$ cat src/tcc_pkg.sv
// constants for the 16-bit timer capture and compare block
// assumes an 8-bit register port and a counter outside the block
package tcc_pkg;
   // register offsets (byte index on the 8-bit port)
   localparam logic [3:0] TCC_TIMER_CTRL_B = 4'h0;
   localparam logic [3:0] TCC_COMP_CTRL = 4'h1;
   localparam logic [3:0] TCC_OUT_MODE = 4'h2;
   localparam logic [3:0] TCC_FORCE = 4'h3;
   localparam logic [3:0] TCC_FLAGS = 4'h4;
   localparam logic [3:0] TCC_IRQ_EN = 4'h5;
   localparam logic [3:0] TCC_CAP_LOW = 4'h6;
   localparam logic [3:0] TCC_CAP_HIGH = 4'h7;
   localparam logic [3:0] TCC_CMPA_LOW = 4'h8;
   localparam logic [3:0] TCC_CMPA_HIGH = 4'h9;
   localparam logic [3:0] TCC_CMPB_LOW = 4'hA;
   localparam logic [3:0] TCC_CMPB_HIGH = 4'hB;
   // field positions
   localparam int TCC_FLT_EN_BIT = 0;
   localparam int TCC_EDGE_BIT = 1;
   localparam int TCC_WGM_LSB = 2;
   localparam int TCC_CMP_SEL_BIT = 0;
   localparam int TCC_CAP_FLAG_BIT = 0;
   localparam int TCC_CMP_FLAG_LSB = 1;
   // reset values
   localparam logic [7:0] TCC_CTRL_RST = 8'h00;
   localparam logic [15:0] TCC_REG16_RST = 16'h0000;
   localparam logic [7:0] TCC_UNMAPPED = 8'h00;
   // filter depth in system clock samples
   localparam int TCC_FLT_SAMPLES = 4;
   // fixed top values
   localparam logic [15:0] TCC_TOP_8 = 16'h00FF;
   localparam logic [15:0] TCC_TOP_9 = 16'h01FF;
   localparam logic [15:0] TCC_TOP_10 = 16'h03FF;
   localparam logic [15:0] TCC_TOP_MAX = 16'hFFFF;
   // compare output actions
   localparam logic [1:0] TCC_COM_NONE = 2'h0;
   localparam logic [1:0] TCC_COM_TOGGLE = 2'h1;
   localparam logic [1:0] TCC_COM_CLEAR = 2'h2;
   localparam logic [1:0] TCC_COM_SET = 2'h3;
   // waveform mode classes
   typedef enum logic [1:0] {
      TCC_KIND_PLAIN = 2'b00,
      TCC_KIND_FAST = 2'b01,
      TCC_KIND_DUAL = 2'b10
   } tcc_kind_t;
endpackage : tcc_pkg

$ cat src/tcc_capture_compare.sv
// capture unit with noise filter and two compare channels
// assumes counter, timer tick, top and count_a pulses come from clk logic
//
// The register addresses and the address-and-strobe port were decided locally.
`timescale 1ns/1ps
module tcc_capture_compare
   import tcc_pkg::*;
(
   // clock and reset
   input wire logic clk,
   input wire logic sys_rst,
   input wire logic clk_en,
   // counter side
   input wire logic timer_tick,
   input wire logic [15:0] counter_value,
   input wire logic counter_write,
   input wire logic at_top,
   input wire logic at_count_a,
   input wire logic count_down,
   // trigger pins
   input wire logic capture_pin,
   input wire logic comparator_output,
   // register port
   input wire logic [3:0] reg_addr,
   input wire logic [7:0] reg_wdata,
   input wire logic reg_wr,
   input wire logic reg_rd,
   output logic [7:0] reg_rdata,
   // interrupt acknowledge and requests
   input wire logic capture_irq_ack,
   input wire logic [1:0] compare_irq_ack,
   output logic capture_irq,
   output logic [1:0] compare_irq,
   // waveform side
   output logic [1:0] compare_output,
   output logic [15:0] top_value
);

   // mode decode helpers
   function automatic logic is_pwm(input logic [3:0] m);
      is_pwm = !(m == 4'h0 || m == 4'h4 || m == 4'hC || m == 4'hD);
   endfunction : is_pwm

   function automatic logic icr_top(input logic [3:0] m);
      icr_top = (m == 4'h8 || m == 4'hA || m == 4'hC || m == 4'hE);
   endfunction : icr_top

   function automatic logic ocra_top(input logic [3:0] m);
      ocra_top = (m == 4'h4 || m == 4'h9 || m == 4'hB || m == 4'hF);
   endfunction : ocra_top

   function automatic tcc_kind_t kind_of(input logic [3:0] m);
      if (!is_pwm(m))
         kind_of = TCC_KIND_PLAIN;
      else if (m == 4'h5 || m == 4'h6 || m == 4'h7 || m >= 4'hE)
         kind_of = TCC_KIND_FAST;
      else
         kind_of = TCC_KIND_DUAL;
   endfunction : kind_of

   function automatic logic apply_com(input logic cur, input logic [1:0] com);
      case (com)
         TCC_COM_TOGGLE: apply_com = ~cur;
         TCC_COM_CLEAR: apply_com = 1'b0;
         TCC_COM_SET: apply_com = 1'b1;
         default: apply_com = cur;
      endcase
   endfunction : apply_com

   // control state
   logic [7:0] timer_ctrl_b;
   logic comparator_capture_select;
   logic [3:0] compare_output_mode;
   logic [2:0] irq_en;
   logic [7:0] hold_byte;
   logic [15:0] capture_register;
   logic [15:0] compare_register [2];
   logic [15:0] compare_buffer [2];
   logic capture_flag;
   logic [1:0] compare_flag;
   logic [1:0] match_pend;
   logic block_arm;
   logic [1:0] pin_sync;
   logic [1:0] cmp_sync;
   logic [TCC_FLT_SAMPLES-1:0] flt_sh;
   logic flt_out;
   logic trig_prev;

   // decoded controls
   logic capture_noise_filter_en;
   logic edge_rising;
   logic [3:0] waveform_mode_sel;
   logic pwm;
   tcc_kind_t kind;
   logic sel_level;
   logic cap_trig;
   logic wr_ok;
   logic [1:0] force_compare_strobe;
   logic [1:0] clr_cmp;
   logic buf_load;

   assign capture_noise_filter_en = timer_ctrl_b[TCC_FLT_EN_BIT];
   assign edge_rising = timer_ctrl_b[TCC_EDGE_BIT];
   assign waveform_mode_sel = timer_ctrl_b[TCC_WGM_LSB+3:TCC_WGM_LSB];
   assign pwm = is_pwm(waveform_mode_sel);
   assign kind = kind_of(waveform_mode_sel);
   assign wr_ok = clk_en && reg_wr;

   // trigger source: pin or comparator level, so a port write can capture
   assign sel_level = comparator_capture_select ? cmp_sync[1] : pin_sync[1];

   // edge detector, gated off when capture register sets top
   assign cap_trig = !icr_top(waveform_mode_sel) &&
      (edge_rising ? (flt_out && !trig_prev) : (!flt_out && trig_prev));

   // force strobes only count in non-PWM modes
   assign force_compare_strobe = (wr_ok && reg_addr == TCC_FORCE && !pwm) ?
      reg_wdata[1:0] : 2'b00;

   // software clear of compare flags: write one or interrupt ack
   assign clr_cmp = compare_irq_ack |
      ((wr_ok && reg_addr == TCC_FLAGS) ? reg_wdata[2:1] : 2'b00);

   // buffer transfer at top for fast and phase modes, count_a for freq mode
   assign buf_load = timer_tick && pwm &&
      ((waveform_mode_sel == 4'h8 || waveform_mode_sel == 4'h9) ? at_count_a : at_top);

   // two-flop synchronisers for the pins
   always_ff @(posedge clk)
   begin
      if (sys_rst)
      begin
         pin_sync <= 2'b00;
         cmp_sync <= 2'b00;
      end
      else if (clk_en)
      begin
         pin_sync <= {pin_sync[0], capture_pin};
         cmp_sync <= {cmp_sync[0], comparator_output};
      end
   end

   // noise filter on system clock, four agreeing samples
   always_ff @(posedge clk)
   begin
      if (sys_rst)
      begin
         flt_sh <= '0;
         flt_out <= 1'b0;
         trig_prev <= 1'b0;
      end
      else if (clk_en)
      begin
         flt_sh <= {flt_sh[TCC_FLT_SAMPLES-2:0], sel_level};
         trig_prev <= flt_out;
         if (!capture_noise_filter_en)
            flt_out <= sel_level;
         else if (&flt_sh || ~|flt_sh)
            flt_out <= flt_sh[TCC_FLT_SAMPLES-1];
      end
   end

   // control registers
   always_ff @(posedge clk)
   begin
      if (sys_rst)
      begin
         timer_ctrl_b <= TCC_CTRL_RST;
         comparator_capture_select <= 1'b0;
         compare_output_mode <= 4'h0;
         irq_en <= 3'h0;
      end
      else if (wr_ok)
      begin
         case (reg_addr)
            TCC_TIMER_CTRL_B: timer_ctrl_b <= reg_wdata;
            TCC_COMP_CTRL: comparator_capture_select <= reg_wdata[TCC_CMP_SEL_BIT];
            TCC_OUT_MODE: compare_output_mode <= reg_wdata[3:0];
            TCC_IRQ_EN: irq_en <= reg_wdata[2:0];
            default: ;
         endcase
      end
   end

   // holding byte: high writes, and low capture read
   always_ff @(posedge clk)
   begin
      if (sys_rst)
         hold_byte <= 8'h00;
      else if (clk_en)
      begin
         if (reg_wr && (reg_addr == TCC_CAP_HIGH || reg_addr == TCC_CMPA_HIGH ||
             reg_addr == TCC_CMPB_HIGH))
            hold_byte <= reg_wdata;
         else if (reg_rd && reg_addr == TCC_CAP_LOW)
            hold_byte <= capture_register[15:8];
      end
   end

   // capture register and flag
   always_ff @(posedge clk)
   begin
      if (sys_rst)
      begin
         capture_register <= TCC_REG16_RST;
         capture_flag <= 1'b0;
      end
      else if (clk_en)
      begin
         if (cap_trig)
         begin
            capture_register <= counter_value;
            capture_flag <= 1'b1;
         end
         else
         begin
            if (reg_wr && reg_addr == TCC_CAP_LOW && icr_top(waveform_mode_sel))
               capture_register <= {hold_byte, reg_wdata};
            if (capture_irq_ack || (reg_wr && reg_addr == TCC_FLAGS &&
                reg_wdata[TCC_CAP_FLAG_BIT]))
               capture_flag <= 1'b0;
         end
      end
   end

   // compare registers and their buffers
   always_ff @(posedge clk)
   begin
      if (sys_rst)
      begin
         for (int i = 0; i < 2; i++)
         begin
            compare_register[i] <= TCC_REG16_RST;
            compare_buffer[i] <= TCC_REG16_RST;
         end
      end
      else if (clk_en)
      begin
         for (int i = 0; i < 2; i++)
         begin
            if (buf_load)
               compare_register[i] <= compare_buffer[i];
            if (reg_wr && reg_addr == (i == 0 ? TCC_CMPA_LOW : TCC_CMPB_LOW))
            begin
               if (pwm)
                  compare_buffer[i] <= {hold_byte, reg_wdata};
               else
                  compare_register[i] <= {hold_byte, reg_wdata};
            end
         end
      end
   end

   // match blocking after counter write, held until a tick
   always_ff @(posedge clk)
   begin
      if (sys_rst)
         block_arm <= 1'b0;
      else if (clk_en)
      begin
         if (counter_write)
            block_arm <= 1'b1;
         else if (timer_tick)
            block_arm <= 1'b0;
      end
   end

   // comparator and compare flags
   always_ff @(posedge clk)
   begin
      if (sys_rst)
      begin
         match_pend <= 2'b00;
         compare_flag <= 2'b00;
      end
      else if (clk_en)
      begin
         for (int i = 0; i < 2; i++)
         begin
            if (timer_tick)
               match_pend[i] <= !block_arm &&
                  counter_value == compare_register[i];
            if (timer_tick && match_pend[i])
               compare_flag[i] <= 1'b1;
            else if (clr_cmp[i])
               compare_flag[i] <= 1'b0;
         end
      end
   end

   // compare output state, untouched by mode switches
   always_ff @(posedge clk)
   begin
      if (sys_rst)
         compare_output <= 2'b00;
      else if (clk_en)
      begin
         for (int i = 0; i < 2; i++)
         begin
            case (kind)
               TCC_KIND_PLAIN:
               begin
                  if ((timer_tick && match_pend[i]) || force_compare_strobe[i])
                     compare_output[i] <= apply_com(compare_output[i],
                        compare_output_mode[2*i+:2]);
               end
               TCC_KIND_FAST:
               begin
                  if (timer_tick && match_pend[i] &&
                      compare_output_mode[2*i+1])
                     compare_output[i] <= compare_output_mode[2*i];
                  else if (timer_tick && at_count_a && compare_output_mode[2*i+1])
                     compare_output[i] <= !compare_output_mode[2*i];
               end
               TCC_KIND_DUAL:
               begin
                  if (timer_tick && match_pend[i] &&
                      compare_output_mode[2*i+1])
                     compare_output[i] <= count_down ^ compare_output_mode[2*i];
               end
               default: compare_output[i] <= compare_output[i];
            endcase
         end
      end
   end

   // counter top value for the counter sequencer
   always_ff @(posedge clk)
   begin
      if (sys_rst)
         top_value <= TCC_TOP_MAX;
      else if (clk_en)
      begin
         if (ocra_top(waveform_mode_sel))
            top_value <= compare_register[0];
         else if (icr_top(waveform_mode_sel))
            top_value <= capture_register;
         else
            case (waveform_mode_sel)
               4'h1, 4'h5: top_value <= TCC_TOP_8;
               4'h2, 4'h6: top_value <= TCC_TOP_9;
               4'h3, 4'h7: top_value <= TCC_TOP_10;
               default: top_value <= TCC_TOP_MAX;
            endcase
      end
   end

   // interrupt requests
   always_ff @(posedge clk)
   begin
      if (sys_rst)
      begin
         capture_irq <= 1'b0;
         compare_irq <= 2'b00;
      end
      else if (clk_en)
      begin
         capture_irq <= capture_flag && irq_en[0];
         compare_irq <= compare_flag & irq_en[2:1];
      end
   end

   // read data, one cycle after the strobe
   always_ff @(posedge clk)
   begin
      if (sys_rst)
         reg_rdata <= 8'h00;
      else if (clk_en)
      begin
         if (!reg_rd)
            reg_rdata <= 8'h00;
         else
            case (reg_addr)
               TCC_TIMER_CTRL_B: reg_rdata <= timer_ctrl_b;
               TCC_COMP_CTRL: reg_rdata <= {7'h00, comparator_capture_select};
               TCC_OUT_MODE: reg_rdata <= {4'h0, compare_output_mode};
               TCC_FLAGS: reg_rdata <= {5'h00, compare_flag, capture_flag};
               TCC_IRQ_EN: reg_rdata <= {5'h00, irq_en};
               TCC_CAP_LOW: reg_rdata <= capture_register[7:0];
               TCC_CAP_HIGH: reg_rdata <= hold_byte;
               TCC_CMPA_LOW: reg_rdata <= pwm ? compare_buffer[0][7:0] :
                  compare_register[0][7:0];
               TCC_CMPA_HIGH: reg_rdata <= pwm ? compare_buffer[0][15:8] :
                  compare_register[0][15:8];
               TCC_CMPB_LOW: reg_rdata <= pwm ? compare_buffer[1][7:0] :
                  compare_register[1][7:0];
               TCC_CMPB_HIGH: reg_rdata <= pwm ? compare_buffer[1][15:8] :
                  compare_register[1][15:8];
               default: reg_rdata <= TCC_UNMAPPED;
            endcase
      end
   end

   // checks
   AST_CAPTURE_STAMP: assert property (@(posedge clk) disable iff (sys_rst)
      clk_en && cap_trig |=> capture_flag && capture_register == $past(counter_value))
      else $error("capture did not stamp counter and flag");
   AST_TRIG_OFF: assert property (@(posedge clk) disable iff (sys_rst)
      clk_en && icr_top(waveform_mode_sel) && !capture_flag |=> !capture_flag)
      else $error("capture while capture register sets top");
   AST_FILTER_AGREE: assert property (@(posedge clk) disable iff (sys_rst)
      clk_en && capture_noise_filter_en && flt_out != flt_sh[3] |=>
      $past(&flt_sh || ~|flt_sh) || flt_out == $past(flt_out))
      else $error("filter moved without four equal samples");
   AST_MATCH_SEEN: assert property (@(posedge clk) disable iff (sys_rst)
      clk_en && timer_tick && counter_value == compare_register[0] && !block_arm
      |=> match_pend[0])
      else $error("unblocked equality not noted as a match");
   AST_FLAG_NEXT_TICK: assert property (@(posedge clk) disable iff (sys_rst)
      clk_en && timer_tick && match_pend[0] |=> compare_flag[0])
      else $error("match did not set flag at next tick");
   AST_BLOCK: assert property (@(posedge clk) disable iff (sys_rst)
      clk_en && timer_tick && block_arm |=> match_pend == 2'b00)
      else $error("match not blocked after counter write");
   AST_FORCE_NO_FLAG: assert property (@(posedge clk) disable iff (sys_rst)
      force_compare_strobe[0] && !compare_flag[0] && !(timer_tick && match_pend[0])
      |=> !compare_flag[0])
      else $error("force strobe set the flag");
   AST_MODE_ZERO: assert property (@(posedge clk) disable iff (sys_rst)
      compare_output_mode[1:0] == TCC_COM_NONE |=> $stable(compare_output[0]))
      else $error("output moved with output mode zero");
   AST_DIRECT_WRITE: assert property (@(posedge clk) disable iff (sys_rst)
      wr_ok && reg_addr == TCC_CMPA_LOW && !pwm |=>
      compare_register[0] == {$past(hold_byte), $past(reg_wdata)})
      else $error("non-PWM low write did not commit");
   AST_IRQ: assert property (@(posedge clk) disable iff (sys_rst)
      clk_en && compare_flag[1] && irq_en[2] |=> compare_irq[1])
      else $error("enabled flag raised no interrupt");

endmodule : tcc_capture_compare

$ cat config.mk
export PLATFORM = sky130hd
export DESIGN_NAME = tcc_capture_compare
export DESIGN_NICKNAME = d
export VERILOG_FILES = /design/src/tcc_pkg.sv /design/src/tcc_capture_compare.sv
export SDC_FILE = /design/constraint.sdc
export NUM_CORES = 1
export LEC_CHECK = 0
export ABC_CLOCK_PERIOD_IN_PS = 2590
export BUFFER_PORTS_ARGS = -buffer_cell sky130_fd_sc_hd__clkbuf_2
export CORE_MARGIN = 2
export CORE_UTILIZATION = 60
export DETAILED_ROUTE_END_ITERATION = 10
export PLACE_DENSITY = 0.79
export SLEW_MARGIN = 20
export SYNTH_ARGS = -nofsm -noshare
export SYNTH_HDL_FRONTEND = slang
export SYNTH_SLANG_ARGS = --single-unit
$ cat constraint.sdc
create_clock -name clk -period 2.59 [get_ports clk]
set_input_delay 0.518 -clock clk [delete_from_list [all_inputs] [get_ports clk]]
set_output_delay 0.518 -clock clk [all_outputs]
set_load 0.01 [all_outputs]
## After elaboration in Yosys (flattened, before gate mapping)

Memory sizes are Yosys's and may differ from the RTL's.
Index checks and enable logic that the tools add are counted.

| word-level totals | value |
|---|---|
| bits in writable memories | 64 |
| logic and storage cells | 237 |
| output and inout port bits | 29 |
| register bits after elaboration | 85 |
| memories | 2 |
| input bits | 43 |

Memories:

| name | depth | bits a word | rd ports | clocked after memory_dff | write ports | RTL line | source |
|---|---|---|---|---|---|---|---|
| compare_buffer | 2 | 16 | 2 | 0 | 2 | tcc_capture_compare.sv:78 | `logic [15:0] compare_buffer [2];` |
| compare_register | 2 | 16 | 2 | 0 | 2 | tcc_capture_compare.sv:77 | `logic [15:0] compare_register [2];` |

| cells by class | value |
|---|---|
| equal/unequal tests | 45 |
| reduce and logical (&&, ||, !) cells | 83 |
| bitwise operators | 12 |
| order comparisons | 1 |
| mux-type cells | 72 |

Operators with widths:

| cell | number |
|---|---|
| two-way mux 16 bit | 10 |
| one-hot mux 8 bit (11 select lines) | 1 |
| two-way mux 8 bit | 7 |
| equality test 4 bit, second input constant | 12 |
| one-hot mux 16 bit (3 select lines) | 1 |
| two-way mux 1 bit | 45 |
| equality test 16 bit | 2 |
| equality test 4 x 3 -> 1 bit, second input constant | 8 |
| logical AND 1 bit | 27 |
| AND reduction 2 bit | 12 |
| logical OR 1 bit | 19 |
| equality test 4 x 2 -> 1 bit, second input constant | 4 |
| one-hot mux 1 bit (3 select lines) | 4 |
| AND reduction 6 bit | 2 |
| nonzero test 2 bit | 6 |
| equality test 2 bit, second input constant | 5 |
| equality test 4 x 1 -> 1 bit, second input constant | 2 |
| zero test 1 bit | 8 |
| zero test 4 bit | 2 |
| two-way mux 2 bit | 4 |
| != test 2 bit, second input constant | 4 |
| != test 4 x 1 -> 1 bit, second input constant | 2 |
| equality test 2 x 1 -> 1 bit, second input constant | 3 |
| != test 3 bit, second input constant | 2 |
| other kinds (12) | 21 |

## Longest topological paths before layout

| logic depth | value |
|---|---|
| depth in word-level cells | 13 |
| depth in mapped cells | 8 |
| depth with buffers taken out | 5 |

## Worst setup path before layout

No wires, ideal clock.

| timing path | value |
|---|---|
| path kind | input to register |
| start point | in reg_addr[1] |
| end point | mem compare_register[0][0] (enable) |
| path slack | 285 ps |
| library setup time | 372 ps |
| path buffers | 1 |
| cell stages on the path | 5 |
| data arrival time | 1933 ps |
| required time | 2218 ps |
| path through | buf_2 nor2_1 nand2_1 nor4_4 or3_1 |

RTL lines:

| element | RTL line | source |
|---|---|---|
| from (decl) | tcc_capture_compare.sv:24 | `input wire logic [3:0] reg_addr,` |
| to (decl) | tcc_capture_compare.sv:77 |  |

==> flow_metrics.py <==
metrics = {
    "power_and_ir_drop": {
        "p_total_uw": 5650,
        "cellLeakagePower_uw": 0.00323,
        "power_frac_seq_pct": 45.9,
        "clockPowerShare_pct": 45.6,
        "power.density_nw_per_um2": 636,
        "combPwrFrac_pct": 8.5,
        "switchingPower_uw": 1350,
        "p_sw_share_pct": 23.9,
        "ir_worst_vdd_mv": 0.437,
        "internal_power_uw": 4300,
    },
    "clock_tree": {
        "clk_pin_slew_worst_paths_ns": 0.06,
        "hold_buffers": 0,
        "cts_tree": "built",
        "clkLatencyLatePin_ns": 0.43,
        "cts-resized-gates": 0,
        "cts.sinks": 149,
        "postCtsSetupBuffers": 0,
        "h-tree-depth": 4,
        "cts_buffers": 17,
        "clockBufferDepth": 2,
        "cts-root-buf": "clkbuf_16",
    },
    "sta": {
        "rsz0062_at_grt": "false",
        "finalSetupTns_ns": 0,
        "fin_crit_sh_pct": 92.9,
        "maxSlewViolCount": 0,
        "finClkSkew_ns": 0.00632,
        "timing.slew.headroom_pct": 26.0,
        "finalCriticalPeriod_ns": 2.40,
        "tightest_slew_ns": 1.11,
        "hold_viol": 0,
        "max_freq_mhz": 416,
        "setup_viol": 0,
    },
    "status": {
        "status": "finished, final reports clean",
    },
    "die": {
        "die_width_um": 117,
        "io_pins": 72,
        "die_h_um": 117,
        "rows": 41,
        "core_um2": 12600,
        "initial_core_util_pct": 61.1,
        "dieArea_um2": 13700,
    },
    "detailed_routing": {
        "vias": 6985,
        "ant_nets": 0,
        "drt_iter0_drc": 838,
        "wl_per_cell_um": 24.5,
        "routed_wl_um": 25300,
        "via_per_inst": 6.76,
        "drt_pass1_iterations": 5,
        "drc": 0,
    },
    "setup_path": {
        "endpoint_kind": "register",
        "cp_data_required_time_ns": 2.72,
        "worstPathCellList": "or2_1, a21o_1, nor3_1, o21bai_1, a21oi_1",
        "critPathLaunchType": "register",
        "reg2reg_to": "compare_register[0][12]",
        "worstSetupPathType": "reg2reg",
        "cp_max_fo": 13,
        "r2r_cells": 5,
        "slowest_delay_ns": 0.88,
        "r2r-start": "timer_ctrl_b[5]",
        "crit_arrival_ns": 2.53,
        "regToRegSetupSlack_ns": 0.19,
        "cp_slowest_cell": "o21bai_1",
    },
    "grt": {
        "track_usage_pct": 38.2,
        "grt_remaining_overflow": 0,
        "grt_pass1_wl_um": 37700,
        "grt_max_degree": 52,
        "antenna_found_initial": 0,
        "first_global_vias": 6545,
    },
    "synthesis": {
        "synthSimpleGateAreaFrac_pct": 17.0,
        "synth_edf_count": 64,
        "synth_top_family_by_area": "compound AO/OA/AOI/OAI gates",
        "synth-xor-area-share_pct": 4.11,
        "ys_top_cells_by_area": "edfxtp_1 25%, dfxtp_1 22%, mux2i_1 6.1%, nand2_1 4.5%, a21oi_1 3.6%",
        "netlist_area_um2": 7680,
        "yosysTopAreaCellShare_pct": 25.0,
        "yosysWarnings": 0,
        "ys_ff_latch": 149,
        "syn_area_per_cell_um2": 9.86,
        "synthFlopType": "dfxtp_1",
        "syn_nets": 824,
        "synth.most_common_cell": "nand2_1",
        "synthArstFlopShare_pct": 0,
        "yosysUniqueCellTypes": 63,
        "yosysSeqAreaShare_pct": 47.2,
        "synth_mux_area_share_pct": 8.77,
        "yosysTopAreaCell": "edfxtp_1",
        "synth_commonest_cells": "93 x nand2_1, 85 x dfxtp_1, 64 x edfxtp_1, 55 x a21oi_1, 55 x nor2_1",
        "synthCells": 779,
        "synth_compound_area_share_pct": 18.4,
        "yosys.area_share.adder_pct": 0.326,
    },
    "placement": {
        "gp_congestion": 0.994,
        "place_area_um2": 8270,
        "dpl.hpwl_um": 18200,
        "port_buffers": 71,
        "placedCellCount": 1002,
    },
    "cells_and_area": {
        "drive_above_1_share_pct": 19.3,
        "syn2layout_area_growth_pct": 15.7,
        "insertedDiodeCount": 0,
        "fin_cells": 1033,
        "finalInstanceArea_um2": 8880,
        "nets": 894,
    },
    "min_path": {
        "min_to": "cmp_sync[0]",
        "hp-class": "in2reg",
        "hold_depth": 3,
        "min_from": "comparator_output",
    },
    "flow_run": {
        "cap_violations": 0,
    },
}
## cell type report
class	count	area (µm²)
inverters	4	15.0
well taps	172	215
repair buffers	113	671
clock buffers	25	528
fillers	968	3680
flip-flops and latches	149	3620
multi-input cells	564	3750
clock inverters	6	86.3
## routing by layer
metal	GRT usage (%)	routed length [µm]	vias up
met5	0	0	-
met4	20.0	1190	0
met3	8.29	2640	89
met2	58.1	11400	469
met1	51.5	10000	3373
li1	-	-	3054
## logic make-up (layout without fill, tap and decap cells)
family,Yosys count,in the layout
multiplexers,61,61
buffers and inverters,66,148
AND/OR/NAND/NOR,265,265
flip-flops,149,149
XOR/XNOR,36,36
adder cells (fa/ha/maj),2,2
AO/OA/AOI/OAI,200,200
## critical path: cells and delay by family (launching register included)
kind             cells  cell delay, ns
flip-flops           1            0.41
AO/OA/AOI/OAI        3            1.37
AND/OR/NAND/NOR      2            0.32
## worst max path at each step
stage / start / endpoint / slack [ns] / cells after the start
finish: timer_ctrl_b[5] / compare_register[0][12] / 0.19 / 5
global route: timer_ctrl_b[5] / compare_register[0][9] / 0.15 / 5
CTS: timer_ctrl_b[5] / compare_register[0][12] / 0.24 / 5
detailed placement: timer_ctrl_b[5] / compare_register[0][12] / 0.25 / 5
global placement: reg_addr[2] / compare_output[0] / 0.30 / 7
floorplan: reg_addr[1] / compare_register[0][0] / 0.28 / 5
## power groups by stage
stage	Sequential, µW	Clock (µW)	Combinational [µW]
2_1_floorplan	2610	0	278
3_3_place_gp	2640	0	456
3_5_place_dp	2640	0	465
4_1_cts	2590	2580	470
5_1_grt	2600	2680	512
6_report	2590	2580	482
## metrics by stage
step / util (%) / hold WS, ns / worst slack (ns)
after global routing: 70.7 / 0.347 / 0.147
after detailed placement: 65.8 / 0.458 / 0.252
final: 70.7 / 0.334 / 0.185
after CTS: 70.7 / 0.328 / 0.244
after global placement: 65.8 / 0.445 / 0.304
after floorplan: - / 0.436 / 0.285
## layout by cell type (no fill, tap or decap), types with 4 or more instances in the layout
cell type,instances
nand2_1,93
dfxtp_1,85
clkbuf_2,70
edfxtp_1,64
nor2_1,55
a21oi_1,54
mux2i_1,47
buf_4,42
a211oi_1,29
nand3_1,26
xor2_1,26
a22o_1,21
clkbuf_16,19
and2_1,18
o221ai_1,14
o21ai_0,11
nor3_1,10
mux2_2,10
nand3b_1,10
xnor2_1,10
a22oi_1,9
a221oi_1,9
nand2b_1,8
nor4_1,8
nand4_1,8
and3_1,7
a21o_1,7
a31oi_1,7
nor2b_1,6
inv_1,4
a211o_1,4
o32ai_1,4
mux4_2,4
o22ai_1,4
## flip-flops by register name, summed over array words and instances, names as in the netlist, 3 cells and up
| name | cells |
|---|---|
| capture_register | 16 |
| compare_buffer | 32 |
| compare_output_mode | 4 |
| compare_register | 32 |
| flt_sh | 4 |
| hold_byte | 8 |
| irq_en | 3 |
| reg_rdata | 8 |
| timer_ctrl_b | 8 |
| top_value | 16 |
No activity file was read; power rests on OpenSTA's default activity.
